**config.mk**
```make
export PLATFORM = sky130hd
export DESIGN_NAME = periodic_timer
export DESIGN_NICKNAME = d
export VERILOG_FILES = /design/src/shared/ptimer_pkg.sv /design/src/core/periodic_timer.sv
export SDC_FILE = /design/constraint.sdc
export NUM_CORES = 1
export LEC_CHECK = 0
export ABC_CLOCK_PERIOD_IN_PS = 3500
export BUFFER_PORTS_ARGS = -buffer_cell sky130_fd_sc_hd__buf_2
export CAP_MARGIN = 20
export CORE_UTILIZATION = 56
export CTS_CLUSTER_DIAMETER = 120
export DETAILED_ROUTE_END_ITERATION = 8
export GPL_ROUTABILITY_DRIVEN = 0
export PLACE_DENSITY_LB_ADDON = 0.3
export SLEW_MARGIN = 10
export SYNTH_ARGS = -nofsm -noshare
export SYNTH_HDL_FRONTEND = slang
export SYNTH_SLANG_ARGS = --single-unit
```
**constraint.sdc**
```tcl
create_clock -name hclk -period 3.5 [get_ports hclk]
set_input_delay 0.35 -clock hclk [delete_from_list [all_inputs] [get_ports hclk]]
set_output_delay 0.35 -clock hclk [all_outputs]
set_load 0.01 [all_outputs]
```
**src/shared/ptimer_pkg.sv**
```systemverilog
// Constants for the 10-bit periodic timer: register map, fields, resets.
// Assumes a 32-bit AHB-Lite slave with one register per aligned word.
package ptimer_pkg;
  // Register byte offsets.
  localparam logic [7:0] OFS_CTRL0    = 8'h00;
  localparam logic [7:0] OFS_CTRL1    = 8'h04;
  localparam logic [7:0] OFS_CNT_LO   = 8'h08;
  localparam logic [7:0] OFS_CNT_HI   = 8'h0c;
  localparam logic [7:0] OFS_CMPA_LO  = 8'h10;
  localparam logic [7:0] OFS_CMPA_HI  = 8'h14;
  localparam logic [7:0] OFS_PER_LO   = 8'h18;
  localparam logic [7:0] OFS_PER_HI   = 8'h1c;
  localparam logic [7:0] OFS_FLAGS    = 8'h20;
  // Field positions.
  localparam int RUN_BIT     = 3;
  localparam int CLR_SEL_BIT = 0;
  localparam int CAP_SRC_BIT = 1;
  localparam int INV_BIT     = 2;
  localparam int INIT_BIT    = 3;
  localparam int PF_LSB      = 4;
  localparam int MODE_LSB    = 6;
  localparam int FLAG_A_BIT  = 0;
  localparam int FLAG_P_BIT  = 1;
  // Reset values and counter maximum.
  localparam logic [7:0] CTRL1_RST = 8'h00;
  localparam logic [9:0] VAL_RST   = 10'h000;
  localparam logic [9:0] CNT_MAX   = 10'h3ff;
  // Mode codes.
  localparam logic [1:0] MODE_CMP = 2'h0;
  localparam logic [1:0] MODE_CAP = 2'h1;
  localparam logic [1:0] MODE_PWM = 2'h2;
  localparam logic [1:0] MODE_TC  = 2'h3;
  // Pin function codes.
  localparam logic [1:0] PF_00 = 2'h0;
  localparam logic [1:0] PF_01 = 2'h1;
  localparam logic [1:0] PF_10 = 2'h2;
  localparam logic [1:0] PF_11 = 2'h3;
endpackage

```
**src/core/periodic_timer.sv**
```systemverilog
// 10-bit periodic timer with compare, PWM, single pulse and capture modes.
// Assumes one AHB-Lite master, pins arriving asynchronously to hclk, and
// a counter that advances on every hclk edge while running.
//
// Behaviour
// - Clear-select low: P match clears, both flags
// - Clear-select high: A match clears, no P flag
// - Compare A zero: overflow at 3FF, no A flag
// - Pin changes only on A match, per function, and on run rise
// - Run rising edge loads initial pin level
// - Timer/counter mode: compare behaviour, pin released
// - PWM period equals value, zero gives 1024
// - Duty not below period gives full duty
// - PWM flags, polarity, inversion and forced levels
// - PWM counting continues under forced levels
// - Single pulse: run rise starts the pulse
// - External clock edge sets the run bit
// - A match or software clear ends pulse
// - Single pulse: counter zeroed only on run rise
// - Capture source select; run rise starts count
// - Active edge copies counter into compare A
// - Capture: P match clears counter, raises flag
// - Pin function 11 disables capture only
// - Values split low byte, high two bits
// - Run rise zeroes counter; fall holds it
`timescale 1ns/1ps
module periodic_timer (
  // Bus clock and reset.
  input  wire logic        hclk,
  input  wire logic        hresetn,
  // AHB-Lite slave.
  input  wire logic        hsel,
  input  wire logic [7:0]  haddr,
  input  wire logic [1:0]  htrans,
  input  wire logic        hwrite,
  input  wire logic [2:0]  hsize,
  input  wire logic        hready,
  input  wire logic [31:0] hwdata,
  output logic      [31:0] hrdata,
  output logic             hreadyout,
  output logic             hresp,
  // External pins.
  input  wire logic        external_clock_pin,
  input  wire logic        capture_input_pin,
  output logic             timer_out,
  output logic             timer_out_en_n
);

  ////////////////////////////////////////////////////////////////////////////
  // Declarations.

  logic [7:0] ctrl1_r;        // Mode, pin function and option bits.
  logic       run_r;          // The counter run bit.
  logic       run_d_r;        // Run bit one cycle ago, for edge detect.
  logic [9:0] cnt_r;          // The counter.
  logic [9:0] cmpa_r;         // Compare A value.
  logic [9:0] per_r;          // Period value.
  logic       flag_a_r;       // Sticky match A flag.
  logic       flag_p_r;       // Sticky match P flag.
  logic       out_r;          // Compare-mode pin state before inversion.
  logic [2:0] ck_s_r;         // External clock pin sync and history.
  logic [2:0] pi_s_r;         // Capture pin sync and history.
  logic       wr_pend_r;      // Data phase of a write is pending.
  logic [7:0] wr_addr_r;      // Address latched for that write.
  logic [31:0] rdata_r;       // Read data captured at the address phase.

  logic [1:0] mode;
  logic [1:0] pf;
  logic       clr_sel;
  logic       init_lvl;
  logic       inv;
  logic       run_rise;
  logic [9:0] cnt_inc;
  logic       a_hit;
  logic       p_hit;
  logic       single;
  logic       ck_rise;
  logic       cap_evt;
  logic       wr_a_clr;
  logic       wr_p_clr;
  logic       addr_ok;
  logic [10:0] per_eff;
  logic       pwm_act;

  assign mode     = ctrl1_r[ptimer_pkg::MODE_LSB +: 2];
  assign pf       = ctrl1_r[ptimer_pkg::PF_LSB +: 2];
  assign clr_sel  = ctrl1_r[ptimer_pkg::CLR_SEL_BIT];
  assign init_lvl = ctrl1_r[ptimer_pkg::INIT_BIT];
  assign inv      = ctrl1_r[ptimer_pkg::INV_BIT];
  assign single   = (mode == ptimer_pkg::MODE_PWM) && (pf == ptimer_pkg::PF_11);

  // Write decode shared by several processes.
  function automatic logic wr_hit(input logic [7:0] ofs);
    wr_hit = wr_pend_r && (wr_addr_r == ofs);
  endfunction

  ////////////////////////////////////////////////////////////////////////////
  // Compare logic.

  // Matching against count+1 makes a value of N give N clocks per cycle,
  // and a zero value fall out naturally as a 1024-clock overflow.
  assign cnt_inc  = cnt_r + 10'h001;
  assign run_rise = run_r && !run_d_r;
  assign a_hit    = run_r && !run_rise && (cnt_inc == cmpa_r)
                    && (cmpa_r != ptimer_pkg::VAL_RST);
  assign p_hit    = run_r && !run_rise && (cnt_inc == per_r);

  // Pin edge detection reads only the second and third sync stages.
  assign ck_rise = ck_s_r[1] && !ck_s_r[2];

  // Capture trigger: source and edge selection, pin function 11 disables.
  always_comb
  begin
    logic nw;
    logic od;
    nw = ctrl1_r[ptimer_pkg::CAP_SRC_BIT] ? ck_s_r[1] : pi_s_r[1];
    od = ctrl1_r[ptimer_pkg::CAP_SRC_BIT] ? ck_s_r[2] : pi_s_r[2];
    case (pf)
      ptimer_pkg::PF_00: cap_evt = nw && !od;
      ptimer_pkg::PF_01: cap_evt = !nw && od;
      ptimer_pkg::PF_10: cap_evt = nw != od;
      default:           cap_evt = 1'b0;
    endcase
    if ((mode != ptimer_pkg::MODE_CAP) || !run_r)
    begin
      cap_evt = 1'b0;
    end
  end

  ////////////////////////////////////////////////////////////////////////////
  // Pin synchronisers.

  // Two flops before use; the third only remembers the previous level.
  always_ff @(posedge hclk or negedge hresetn)
  begin
    if (!hresetn)
    begin
      ck_s_r <= 3'h0;
      pi_s_r <= 3'h0;
    end
    else
    begin
      ck_s_r <= {ck_s_r[1:0], external_clock_pin};
      pi_s_r <= {pi_s_r[1:0], capture_input_pin};
    end
  end

  ////////////////////////////////////////////////////////////////////////////
  // Bus slave: zero wait states, OKAY always.

  assign hreadyout = 1'b1;
  assign hresp     = 1'b0;
  assign hrdata    = rdata_r;
  assign addr_ok   = hsel && hready && htrans[1];

  // Address phase: latch write target, sample read data for data phase.
  always_ff @(posedge hclk or negedge hresetn)
  begin
    if (!hresetn)
    begin
      wr_pend_r <= 1'b0;
      wr_addr_r <= 8'h00;
      rdata_r   <= 32'h0000_0000;
    end
    else
    begin
      wr_pend_r <= addr_ok && hwrite;
      wr_addr_r <= haddr;
      rdata_r   <= 32'h0000_0000;
      if (addr_ok && !hwrite)
      begin
        // High registers show bits 9..8 only; the rest read zero.
        case (haddr)
          ptimer_pkg::OFS_CTRL0:   rdata_r[ptimer_pkg::RUN_BIT] <= run_r;
          ptimer_pkg::OFS_CTRL1:   rdata_r[7:0] <= ctrl1_r;
          ptimer_pkg::OFS_CNT_LO:  rdata_r[7:0] <= cnt_r[7:0];
          ptimer_pkg::OFS_CNT_HI:  rdata_r[1:0] <= cnt_r[9:8];
          ptimer_pkg::OFS_CMPA_LO: rdata_r[7:0] <= cmpa_r[7:0];
          ptimer_pkg::OFS_CMPA_HI: rdata_r[1:0] <= cmpa_r[9:8];
          ptimer_pkg::OFS_PER_LO:  rdata_r[7:0] <= per_r[7:0];
          ptimer_pkg::OFS_PER_HI:  rdata_r[1:0] <= per_r[9:8];
          ptimer_pkg::OFS_FLAGS:   rdata_r[1:0] <= {flag_p_r, flag_a_r};
          default:                 rdata_r <= 32'h0000_0000;
        endcase
      end
    end
  end

  ////////////////////////////////////////////////////////////////////////////
  // Configuration registers.

  // Mode bits are plain storage; software stops the timer before changes.
  always_ff @(posedge hclk or negedge hresetn)
  begin
    if (!hresetn)
    begin
      ctrl1_r <= ptimer_pkg::CTRL1_RST;
      per_r   <= ptimer_pkg::VAL_RST;
    end
    else
    begin
      if (wr_hit(ptimer_pkg::OFS_CTRL1))
      begin
        ctrl1_r <= hwdata[7:0];
      end
      if (wr_hit(ptimer_pkg::OFS_PER_LO))
      begin
        per_r[7:0] <= hwdata[7:0];
      end
      if (wr_hit(ptimer_pkg::OFS_PER_HI))
      begin
        per_r[9:8] <= hwdata[1:0];
      end
    end
  end

  // Compare A: software writes, but a capture in the same cycle wins.
  always_ff @(posedge hclk or negedge hresetn)
  begin
    if (!hresetn)
    begin
      cmpa_r <= ptimer_pkg::VAL_RST;
    end
    else if (cap_evt)
    begin
      cmpa_r <= cnt_r;
    end
    else
    begin
      if (wr_hit(ptimer_pkg::OFS_CMPA_LO))
      begin
        cmpa_r[7:0] <= hwdata[7:0];
      end
      if (wr_hit(ptimer_pkg::OFS_CMPA_HI))
      begin
        cmpa_r[9:8] <= hwdata[1:0];
      end
    end
  end

  ////////////////////////////////////////////////////////////////////////////
  // Run bit.

  // Hardware set and clear win over a software write in the same cycle.
  always_ff @(posedge hclk or negedge hresetn)
  begin
    if (!hresetn)
    begin
      run_r   <= 1'b0;
      run_d_r <= 1'b0;
    end
    else
    begin
      run_d_r <= run_r;
      if (single && run_r && a_hit)
      begin
        run_r <= 1'b0;
      end
      else if (single && ck_rise)
      begin
        run_r <= 1'b1;
      end
      else if (wr_hit(ptimer_pkg::OFS_CTRL0))
      begin
        run_r <= hwdata[ptimer_pkg::RUN_BIT];
      end
    end
  end

  ////////////////////////////////////////////////////////////////////////////
  // Counter.

  // Zeroed on a run rise, held while stopped, cleared per mode.
  always_ff @(posedge hclk or negedge hresetn)
  begin
    if (!hresetn)
    begin
      cnt_r <= ptimer_pkg::VAL_RST;
    end
    else if (run_rise)
    begin
      cnt_r <= ptimer_pkg::VAL_RST;
    end
    else if (run_r)
    begin
      cnt_r <= cnt_inc;
      case (mode)
        ptimer_pkg::MODE_CMP, ptimer_pkg::MODE_TC:
        begin
          // Overflow wraps by itself when the chosen value is zero.
          if (clr_sel ? a_hit : p_hit)
          begin
            cnt_r <= ptimer_pkg::VAL_RST;
          end
        end
        ptimer_pkg::MODE_PWM:
        begin
          // Single pulse free-runs; only PWM clears on the period.
          if (!single && p_hit)
          begin
            cnt_r <= ptimer_pkg::VAL_RST;
          end
        end
        default:
        begin
          if (p_hit)
          begin
            cnt_r <= ptimer_pkg::VAL_RST;
          end
        end
      endcase
    end
  end

  ////////////////////////////////////////////////////////////////////////////
  // Match flags, write one to clear.

  assign wr_a_clr = wr_hit(ptimer_pkg::OFS_FLAGS) && hwdata[ptimer_pkg::FLAG_A_BIT];
  assign wr_p_clr = wr_hit(ptimer_pkg::OFS_FLAGS) && hwdata[ptimer_pkg::FLAG_P_BIT];

  // An event in the clearing cycle keeps the flag set.
  always_ff @(posedge hclk or negedge hresetn)
  begin
    if (!hresetn)
    begin
      flag_a_r <= 1'b0;
      flag_p_r <= 1'b0;
    end
    else
    begin
      flag_a_r <= (flag_a_r && !wr_a_clr) || a_hit || cap_evt;
      flag_p_r <= (flag_p_r && !wr_p_clr) || (p_hit && !single
                  && !(clr_sel && (mode == ptimer_pkg::MODE_CMP
                  || mode == ptimer_pkg::MODE_TC)));
    end
  end

  ////////////////////////////////////////////////////////////////////////////
  // Output pin.

  // Compare-mode pin state: initial level on run rise, action on A match.
  always_ff @(posedge hclk or negedge hresetn)
  begin
    if (!hresetn)
    begin
      out_r <= 1'b0;
    end
    else if (run_rise)
    begin
      out_r <= init_lvl;
    end
    else if (a_hit && (mode == ptimer_pkg::MODE_CMP))
    begin
      case (pf)
        ptimer_pkg::PF_01: out_r <= 1'b0;
        ptimer_pkg::PF_10: out_r <= 1'b1;
        ptimer_pkg::PF_11: out_r <= !out_r;
        default:           out_r <= out_r;
      endcase
    end
  end

  // Duty is full whenever compare A reaches the effective period.
  assign per_eff = (per_r == ptimer_pkg::VAL_RST) ? 11'h400 : {1'b0, per_r};
  assign pwm_act = ({1'b0, cmpa_r} >= per_eff) || (cnt_r < cmpa_r);

  // Pin level per mode; inversion applies last.
  always_comb
  begin
    timer_out_en_n = 1'b0;
    timer_out      = 1'b0;
    case (mode)
      ptimer_pkg::MODE_CMP: timer_out = out_r ^ inv;
      ptimer_pkg::MODE_PWM:
      begin
        case (pf)
          ptimer_pkg::PF_00: timer_out = !init_lvl ^ inv;
          ptimer_pkg::PF_01: timer_out = init_lvl ^ inv;
          ptimer_pkg::PF_10: timer_out = (pwm_act ? init_lvl : !init_lvl) ^ inv;
          default:           timer_out = (run_r ? init_lvl : !init_lvl) ^ inv;
        endcase
      end
      default: timer_out_en_n = 1'b1;
    endcase
  end
endmodule // periodic_timer

```
After elaboration in Yosys (flattened, before gate mapping)
Cells that the tools add are included.
{"block": "word_totals", "latchBits": 0, "ramBits": 0, "output_inout_bits": 36, "regBits": 90, "word_cells": 143, "mem_count": 0, "romBits": 0}
{"block": "classes", "reduce_logical": 65, "shift": 0, "multipliers": 0, "bitwise": 5, "order_cmp": 2, "addsub": 1, "muxes": 31, "n_eq_ne": 23, "div": 0}
{"operator": "$eq 8x5->1 const B", "count": 8}
{"operator": "$mux 10", "count": 6}
{"operator": "$logic_and 1x1->1", "count": 31}
{"operator": "$eq 10x10->1", "count": 2}
{"operator": "$pmux 10 s2", "count": 1}
{"operator": "$eq 8x3->1 const B", "count": 2}
{"operator": "$eq 8x4->1 const B", "count": 2}
{"operator": "$eq 8x6->1 const B", "count": 2}
{"operator": "$logic_not 8->1", "count": 2}
{"operator": "$mux 8", "count": 2}
{"operator": "$pmux 2 s8", "count": 1}
{"operator": "$pmux 4 s4", "count": 1}
{"operator": "$logic_not 1->1", "count": 13}
{"operator": "$mux 1", "count": 12}
{"operator": "$ge 10x11->1", "count": 1}
{"operator": "$mux 11", "count": 1}
{"operator": "$add 10x1->10 const B", "count": 1}
{"operator": "$logic_not 10->1", "count": 1}
{"operator": "$lt 10x10->1", "count": 1}
{"operator": "$reduce_bool 10->1", "count": 1}
{"operator": "$pmux 1 s3", "count": 3}
{"operator": "$eq 2x2->1 const B", "count": 4}
{"operator": "$reduce_bool 2->1", "count": 4}
{"operator": "$logic_or 1x1->1", "count": 6}
{"operator": "13 further kinds", "count": 19}

Depth between registers and ports, before layout
Gate-level depths: netlist of the first run.
{"block": "logic_depth", "depth_word": 11, "depth_mapped": 12, "ltp_nobuf": 10}

Worst setup path after synthesis of the first run
Ideal clock, no wire load.
{"block": "synth_timing", "path_kind": "reg-to-output", "startpoint": "reg cmpa_r[3]", "endpoint": "out timer_out", "t_arrival_ps": 2338, "n_path_buf": 1, "path_stages_with_launch": 11, "required_ps": 3150, "path_slack_ps": 812, "path_cell_list": "dfrtp_1 -> clkbuf_1 -> inv_1 -> ha_1 -> a2111oi_0 -> a21oi_1 -> o31a_1 -> o22ai_1 -> mux2i_1 -> a31oi_1 -> mux2i_1"}
{"block": "synth_between", "elab_chain_len": 6, "elab_cells_between_ends": 7, "classes_between": "2 x order compare; 3 x mux; 1 x bitwise; 1 x reduce/logical"}
{"element": "start, declared", "line_no": "periodic_timer.sv:56", "source": "logic [9:0] cmpa_r;"}
{"element": "start signal, assigned", "line_no": "periodic_timer.sv:222", "source": "cmpa_r <= ptimer_pkg::VAL_RST;"}
{"element": "start signal, assigned", "line_no": "periodic_timer.sv:226", "source": "cmpa_r <= cnt_r;"}
{"element": "start signal, assigned", "line_no": "periodic_timer.sv:232", "source": "cmpa_r[7:0] <= hwdata[7:0];"}
{"element": "$ge 10x11->1 or $lt 10x10->1 (tied branches)", "line_no": "periodic_timer.sv:365", "source": "assign pwm_act = ({1'b0, cmpa_r} >= per_eff) || (cnt_r < cmpa_r);"}
{"element": "$logic_or 1x1->1 *", "line_no": "periodic_timer.sv:365"}
{"element": "$mux 1 *", "line_no": "periodic_timer.sv:379", "source": "ptimer_pkg::PF_10: timer_out = (pwm_act ? init_lvl : !init_lvl) ^ inv;"}
{"element": "$xor 1x1->1 *", "line_no": "periodic_timer.sv:379"}
{"element": "$pmux 1 s3 *", "line_no": "periodic_timer.sv:376", "source": "case (pf)"}
{"element": "$pmux 1 s2 *", "line_no": "periodic_timer.sv:372", "source": "case (mode)"}
{"element": "end, declared", "line_no": "periodic_timer.sv:45", "source": "output logic timer_out,"}
Every way passes the cells marked *; elsewhere a longest branch is shown, timed or not.

Final worst setup path of the first run
{"block": "layout_timing", "startpoint": "reg per_r[5]", "endpoint": "out timer_out"}
{"block": "layout_between", "elab_chain_len": 8}
{"element": "start, declared", "line_no": "periodic_timer.sv:57", "source": "logic [9:0] per_r;"}
{"element": "start signal, assigned", "line_no": "periodic_timer.sv:198", "source": "per_r <= ptimer_pkg::VAL_RST;"}
{"element": "start signal, assigned", "line_no": "periodic_timer.sv:208", "source": "per_r[7:0] <= hwdata[7:0];"}
{"element": "$logic_not 10->1", "line_no": "periodic_timer.sv:364", "source": "assign per_eff = (per_r == ptimer_pkg::VAL_RST) ? 11'h400 : {1'b0, per_r};"}
{"element": "$mux 11 *", "line_no": "periodic_timer.sv:364"}
{"element": "$ge 10x11->1 *", "line_no": "periodic_timer.sv:365"}
{"element": "$logic_or 1x1->1 *", "line_no": "periodic_timer.sv:365"}
{"element": "$mux 1 *", "line_no": "periodic_timer.sv:379"}
{"element": "$xor 1x1->1 *", "line_no": "periodic_timer.sv:379"}
{"element": "$pmux 1 s3 *", "line_no": "periodic_timer.sv:376"}
{"element": "$pmux 1 s2 *", "line_no": "periodic_timer.sv:372"}
Marked as above.

==> results of run 1 <==
[flip-flops by register name, summed over array words and instances (netlist names)]
| name | count |
|---|---|
| run_d_r | 1 |
| ctrl1_r | 8 |
| per_r | 10 |
| wr_addr_r | 8 |
| ck_s_r | 3 |
| hrdata | 8 |
| run_r | 1 |
| out_r | 1 |
| pi_s_r | 3 |
| cnt_r | 10 |
| wr_pend_r | 1 |
| flag_p_r | 1 |
| flag_a_r | 1 |
| cmpa_r | 10 |
[power groups by stage]
stage / Sequential, mW / Clock [mW] / Combinational, mW
after floorplan: 0.946 / 0 / 0.637
after global placement: 1.00 / 0 / 0.810
after detailed placement: 1.00 / 0 / 0.843
after CTS: 0.989 / 0.708 / 0.849
after global routing: 1.01 / 0.745 / 0.965
final: 0.994 / 0.700 / 0.876
[timing repair]
action	CTS	global route
resized for setup	0	7
endpoints found under the hold margin	0	9
hold buffers	0	1
setup endpoints to repair	0	1
[metrics by stage]
stage / util / instance area, sq um / power (mW) / std cells / hold WS (ns)
floorplan: - / 4700 / 1.58 / 523 / 0.0544
finish: 0.638 / 5000 / 2.57 / 632 / 0.100
global route: 0.638 / 5000 / 2.72 / 632 / 0.0814
CTS: 0.631 / 4950 / 2.55 / 629 / 0.0882
global placement: 0.605 / 4740 / 1.81 / 614 / 0.334
detailed placement: 0.605 / 4740 / 1.85 / 614 / 0.340
[cell usage in the layout, fill, tap and decap left out, drive strengths merged, types with 3 or more instances in the layout]
master,count
a21o,3
o21ai,32
nor3,14
inv,42
and2,4
nand2,44
nor4b,3
nand4b,3
o22ai,4
conb,26
mux2i,24
a31oi,10
o211ai,5
a222oi,9
nand3,16
a21oi,12
nand4,7
ha,31
mux2,12
xor2,5
xnor2,14
and3,8
buf,45
dfrtp,66
clkbuf,12
nor4,11
a221oi,3
nor2,18
[layer usage]
metal,GRT usage,part of all wire,routed length [microns],vias up
met3,0.0722,0.10,1290,47
li1,-,-,-,1803
met4,0.141,0.036,440,0
met5,0,0,0,-
met1,0.405,0.41,5060,1882
met2,0.475,0.45,5590,252
[final cells by class]
type | count | area share
well taps | 102 | 0.0255
inverters | 42 | 0.0315
clock inverters | 4 | 0.0153
multi-input cells | 360 | 0.514
clock buffers | 11 | 0.0263
flip-flops and latches | 66 | 0.331
repair buffers | 47 | 0.0565
[worst reg2reg max path, stage by stage (launching register included)]
cell                        delay [ns]
sky130_fd_sc_hd__dfrtp_1          0.58
sky130_fd_sc_hd__ha_1             0.45
sky130_fd_sc_hd__and3_1           0.33
sky130_fd_sc_hd__and3_1           0.25
sky130_fd_sc_hd__xnor3_1          0.27
sky130_fd_sc_hd__nand4bb_1        0.14
sky130_fd_sc_hd__o41ai_2          0.08
sky130_fd_sc_hd__o22ai_2          0.48
sky130_fd_sc_hd__nand2_1          0.23
sky130_fd_sc_hd__o22ai_1          0.20
[worst max path at each step]
stage	slack (ns)	endpoint	cells after the start	start
finish	0.21	timer_out	11	per_r[5]
detailed placement	0.47	timer_out	11	per_r[5]
CTS	0.06	timer_out	11	per_r[5]
global placement	0.52	cnt_r[2]	9	cnt_r[0]
global route	0.04	timer_out	11	per_r[5]
floorplan	0.81	timer_out	10	cmpa_r[3]
[logic make-up after synthesis]
group	Yosys count	synth area share
XOR/XNOR	21	0.0459
adder cells (fa/ha/maj)	31	0.0841
flip-flops	66	0.358
AND/OR/NAND/NOR	140	0.161
buffers and inverters	97	0.107
other	2	0.00163
AO/OA/AOI/OAI	106	0.160
multiplexers	36	0.0814
[synth_stat cells (all sizes together) (5+ instances only)]
master	count	area [sq um]
xor2	5	43.8
ha	31	388
nand3	16	97.6
nor4	11	75.1
mux2i	24	240
nand4	7	43.8
dfrtp	66	1650
inv	41	154
xnor2	14	123
a21oi	12	60.1
clkbuf	18	67.6
nand2	44	165
nor3	14	81.3
mux2	12	135
and3	8	50.1
a222oi	9	90.1
o211ai	5	37.5
buf	37	269
a31oi	10	62.6
o21ai	32	160
nor2	18	67.6
==> metrics list, run 1 <==
- Run status: finished clean
* Flop and latch count out of synthesis: 66
- Number of setup buffers added after CTS: 0
- Of the cells placed in the final design, the portion with a size suffix greater than 1 is 0.166.
* Net switching share of the total power: 0.369
- In the routed design, unresolved DRC markers number 0.
- Worst setup margin: about 0.21 ns
- Internal portion of total power: 1.62 mW
* Depth of the worst hold-timing path: 1
- Number of enable flip-flop cells after synthesis: 0
- The path class of the tightest hold or removal check is in -> reg.
* Primary flip-flop cell chosen by synthesis mapping: sky130_fd_sc_hd__dfrtp_1
- For this design, the sink count on the clock tree is between 60 and 70.
- The die covers 0.00860 sq mm.
* Crit path time final: 3.29 ns
* Ports placed on the boundary: slightly below 90
* Horizontal extent of the die: 92.7 microns
- Data required time at the worst endpoint: 3.15 ns
- Summed over all nets, the half-perimeter wirelength after detailed placement is 9100 microns.
* Reg power frac: 0.387
- The path with the worst hold slack has its endpoint at pi_s_r[0].
- The critical path contains buffers and inverters numbering 2 combined.
* Floorplan row count: 32
* Max Cap Viol: 0
- Counting the fill cells in the layout gives 674.
- In this run the tightest slew margin relative to its limit is 0.503.
- The die is 92.7 microns tall.
- Synthesis warning total: 0
- Total core area: 0.00785 sq mm
- In the global route stage, overall resource usage came out at 0.306.
- Leakage power total: 2.28 nW
* Overflow left after global routing: 0
- The signal on the critical path passes through inv_2 > ha_1 > a21o_1 > a211oi_1 > o211ai_1 > a221oi_2 > o22ai_2 > mux2i_1 > a31oi_1 > mux2i_1 > buf_2.
- The first routing iteration left 471 violations.
- Total clock buffers created by CTS: 9
- The H-tree was split into 3 levels.
- Inserted Diodes: 0
* Net Switching: 0.950 mW
- In this run the worst path has a maximum fanout of 6.
- TritonCTS built the clock tree.
* Post-route fraction of the period consumed by the critical path: 0.939
- For the final routed database, the setup TNS stands at 0 ns.
* Critical path arrival: 2.94 ns
- Final-report hold violation count: 0
* Pre-CTS worst setup slack: 0.465 ns
* Start of the worst register-to-register path: cnt_r[0]
- Buffer type at the clock tree root: sky130_fd_sc_hd__clkbuf_8
* Class of the most critical setup path: reg -> out
* Seq. cell area: 0.00166 sq mm
- Mean Syn Cell Area: 9.24 sq um
- Worst-skew pair later-pin latency: 0.35 ns
- Power density over cell area: roughly 510 mW/mm^2
* Worst-case clock buffer depth: 2
- Internal reg-to-reg setup slack: roughly 0.39 ns
- Cell repeated most along the worst path: sky130_fd_sc_hd__mux2i_1
- Dividing the detail-routed via count by the number of cells gives 6.30.
* Multi-input gate area: 0.00257 sq mm
- The synthesized netlist occupies a cell area of 0.00461 sq mm.
- Number of different library cells in the post-synthesis netlist: between 60 and 70
* Antenna violations before repair: 0
* Largest stage delay, worst path: around 0.46 ns
* Proportion of power drawn by the clock network: 0.272
- Initial Utilization: 0.588
* Cell with the largest stage delay on the worst path: sky130_fd_sc_hd__dfrtp_2
- After detailed routing, the average wire length per cell comes to 19.6 microns.
- Counting flops with an async set or reset pin after synthesis yields a share of 1.00.
- Number of nets in the layout: between 600 and 700
- In this run the remaining antenna-violating nets after routing total 0.
* Type of destination of the critical path: output pin
- Area delta synth->final: 8.55%
- R2R depth: 9
- Share of total power in combinational logic: 0.341
* Synthesized instance count: 499
- The routed design has 12400 microns of wire.
- The worst-case IR drop observed on VDD is about 0.00029 V.
* Critical Path Start Type: register
- Clock input transition at the sequential cells of the worst setup and hold paths: around 0.070 ns
- Setup violations remaining at the end of the flow were counted as 0.
- The clock arrives with 0.00777 ns of skew.
* Pin slew with the least headroom to its limit: 0.736 ns
- Part of the Yosys area used for sequential elements: 0.358
* IO buf count: 33
* Detailed Routing Iterations Pass 1: 6
- Via count of the first global-routing pass: 3821
- Max-slew violation total from the final report: 0
- Entering global routing, the biggest net connects 46 pins.
- Setup repair after global routing left no endpoint under its margin.
* Launch point of the worst hold path: capture_input_pin
* Reg2reg end: cnt_r[5]
- Wire length of the first global-routing pass: 19900 microns
* Highest clock frequency the design can meet: between 300 and 400 MHz
- Family with the most delay on the worst path: compound AO/OA/AOI/OAI gates
* Vias after detailed routing: about 4000
Note: power is estimated with default switching activity, not from simulation.
==> run 2: changes to the inputs <==
==> constraint.sdc (replaced) <==
create_clock -name hclk -period 3.5 [get_ports hclk]
set_input_delay 0.175 -clock hclk [delete_from_list [all_inputs] [get_ports hclk]]
set_output_delay 0.175 -clock hclk [all_outputs]
set_load 0.01 [all_outputs]
==> metrics list, run 2 (same netlist as run 1, synthesis figures left out) <==
- Critical path arrival: a little over 3 ns
* Post-route DRC violation count: 0
- Antenna violations before repair: 0
- The floorplan step defined a die boundary enclosing 0.00860 sq mm.
- Floorplan row count: 32
- Die H: about 93 microns
* Regs by FF count: cmpa_r: 10 flops, cnt_r: 10 flops, per_r: 10 flops
- Overall Global Routing Usage: 0.310
- Maximum fanout along the worst path: 6
- Area delta synth->final: 8.66%
* Total half-perimeter wirelength after legalization and detailed placement: 8920 microns
- At the worst endpoint, the required time is 3.32 ns.
- Worst setup margin: approximately 0.23 ns
* Via count of the first global-routing pass: 3751
* Leading cell types in the layout, fill and taps excluded: sky130_fd_sc_hd__dfrtp_1, sky130_fd_sc_hd__nand2_1, sky130_fd_sc_hd__inv_1, sky130_fd_sc_hd__buf_2, sky130_fd_sc_hd__ha_1
* Post-route fraction of the period consumed by the critical path: 0.933
- Critical Path Start Type: register
- Counting along the longest clock path gives a buffer depth of 2.
* Total core area: just under 0.008 sq mm
- The tree is rooted in a sky130_fd_sc_hd__clkbuf_8.
- Peak VDD IR: 0.000335 V
- Total power for the finished layout comes to 2.51 mW.
- Family with the most delay on the worst path: compound AO/OA/AOI/OAI gates
- RSZ-0062 raised after global routing: false
- Initial Utilization: 0.588
- Largest stage delay, worst path: 0.48 ns
* Buffer and inverter count on the worst path: 2
* Pre-CTS worst setup slack: about 0.46 ns
* Final WL: ~12000 microns
- Iter 0 DRT Violations: 519
- The filler cells instantiated in the layout total 672.
- Most common cell after layout, fill and taps aside: sky130_fd_sc_hd__dfrtp_1
- In this run the static leakage power is 2.27 nW.
- Worst-skew pair later-pin latency: 0.35 ns
* Setup Viol. Count Final: 0
* Aggregate negative setup slack: 0 ns
- Series of cell instances along the critical path: inv_1 > ha_1 > a21o_1 > a211oi_1 > o211ai_1 > a221oi_1 > o22ai_1 > mux2i_1 > a31oi_1 > mux2i_1 > buf_2
- Post-layout utilization of the core: 0.638
* Final-report hold violation count: 0
- On the final layout, the worst hold slack is ~0.042 ns.
- Pin slew with the least headroom to its limit: 1.07 ns
- Vias after detailed routing: 4058
- Inserted Diodes: 0
- In the final layout, the share of cells above drive strength 1 is 0.148.
- For the finished layout, the period the worst path requires is 3.27 ns.
* Pin count of the biggest net entering global routing: 44
- Across the run, the number of max-cap violations was 0.
- Clk sinks: 66
- 88 I/O pins were placed.
* Post-detailed-route via-to-cell ratio: between 6 and 7
- Measured along the x axis, the die boundary spans slightly above 90 microns.
- TritonCTS built the clock tree.
- Cell repeated most along the worst path: sky130_fd_sc_hd__mux2i_1
- Summed over all layers, the global routing overflow is 0.
- Max-slew violation total from the final report: 0
* Hold Path Class: in -> reg
- After clock tree synthesis, the clock-pin slew on the worst setup and hold paths is 0.08 ns.
* Worst clock skew: between 0.01 and 0.015 ns
* H-tree depth: 3
- The worst pin sits at a relative slew slack of 0.276.
- In this run the power density over the cells is 501 mW/mm^2.
- Cell with the largest stage delay on the worst path: sky130_fd_sc_hd__dfrtp_1
- Class of the most critical setup path: reg -> out
- Total clock buffers created by CTS: 9
- Detailed Routing Iterations Pass 1: 8
- Highest clock frequency the design can meet: 306 MHz
* Run status: finished clean
- Type of destination of the critical path: output pin
- DRT antenna net count: 0
- The first global-routing pass estimated 20000 microns of wire.
* Number of nets in the layout: 611
- Routed wire length per instance: 19.5 microns
- Port buffering added 33 buffers.
[run 2: cell count changes in the layout (fill, tap and decap cells not counted), moves of 2 or more]
cell	delta
sky130_fd_sc_hd__buf_4	-5
sky130_fd_sc_hd__dfrtp_1	+2
sky130_fd_sc_hd__clkinv_4	+2
sky130_fd_sc_hd__dfrtp_2	-2
sky130_fd_sc_hd__dlygate4sd3_1	+9
sky130_fd_sc_hd__clkbuf_1	-2
[run 2: what timing repair did]
item / 4_1_cts / 5_1_grt
hold endpoints to repair: 32 / 0
hold buffers: 10 / 0
endpoints found under the setup margin: 0 / 1
resized for setup: 0 / 1
buffers inserted: 0 / 0
[run 2: final cells by class]
| type | instances | area [sq um] | share of cell area |
|---|---|---|---|
| Multi-Input combinational cell | 360 | 2560 | 0.511 |
| Tap cell | 102 | 128 | 0.0255 |
| Clock buffer | 9 | 124 | 0.0247 |
| Clock inverter | 7 | 77.6 | 0.0155 |
| Timing Repair Buffer | 49 | 310 | 0.0619 |
| Sequential cell | 66 | 1650 | 0.330 |
| Inverter | 42 | 158 | 0.0315 |
[run 2: path summary, 6_finish.rpt]
| check | startpoint | endpoint | slack, ns | cells after the start |
|---|---|---|---|---|
| setup / recovery | per_r[5] | timer_out | 0.23 | 11 |
| hold / removal | hwrite | wr_pend_r | 0.04 | 3 |
| setup reg to reg | cnt_r[1] | cnt_r[5] | 0.36 | 9 |
| hold reg to reg | pi_s_r[0] | pi_s_r[1] | 0.35 | 0 |
| max in group asynchronous | hresetn | run_r | 2.19 | 3 |
| min in group asynchronous | hresetn | wr_addr_r[7] | 0.34 | 2 |
[run 2: worst reg2reg max path, cell delays in order (launching register included)]
cell and delay (ns):
sky130_fd_sc_hd__dfrtp_1 0.56, sky130_fd_sc_hd__ha_1 0.49, sky130_fd_sc_hd__and3_1 0.33, sky130_fd_sc_hd__and3_1 0.27
sky130_fd_sc_hd__xnor3_1 0.27, sky130_fd_sc_hd__nand4bb_1 0.14, sky130_fd_sc_hd__o41ai_2 0.09, sky130_fd_sc_hd__o22ai_2 0.48
sky130_fd_sc_hd__nand2_1 0.21, sky130_fd_sc_hd__o22ai_1 0.22
[run 2: metal layers]
| metal | part of all wire | GRT usage | vias up | wire [microns] |
|---|---|---|---|---|
| met3 | 0.10 | 0.0616 | 35 | 1300 |
| met1 | 0.41 | 0.427 | 1927 | 5050 |
| met2 | 0.46 | 0.475 | 281 | 5700 |
| li1 | - | - | 1815 | - |
| met5 | 0 | 0 | - | 0 |
| met4 | 0.028 | 0.135 | 0 | 348 |
[run 2: per-stage QoR]
stage	instance area, sq um	instances
2_1_floorplan	4700	523
3_3_place_gp	4710	609
3_5_place_dp	4710	609
4_1_cts	5010	635
5_1_grt	5010	635
6_report	5010	635
[run 2: power by group]
group | internal (mW) | switching, mW
Sequential | 0.847 | 0.176
Clock | 0.335 | 0.332
Combinational | 0.350 | 0.467
Total | 1.53 | 0.975
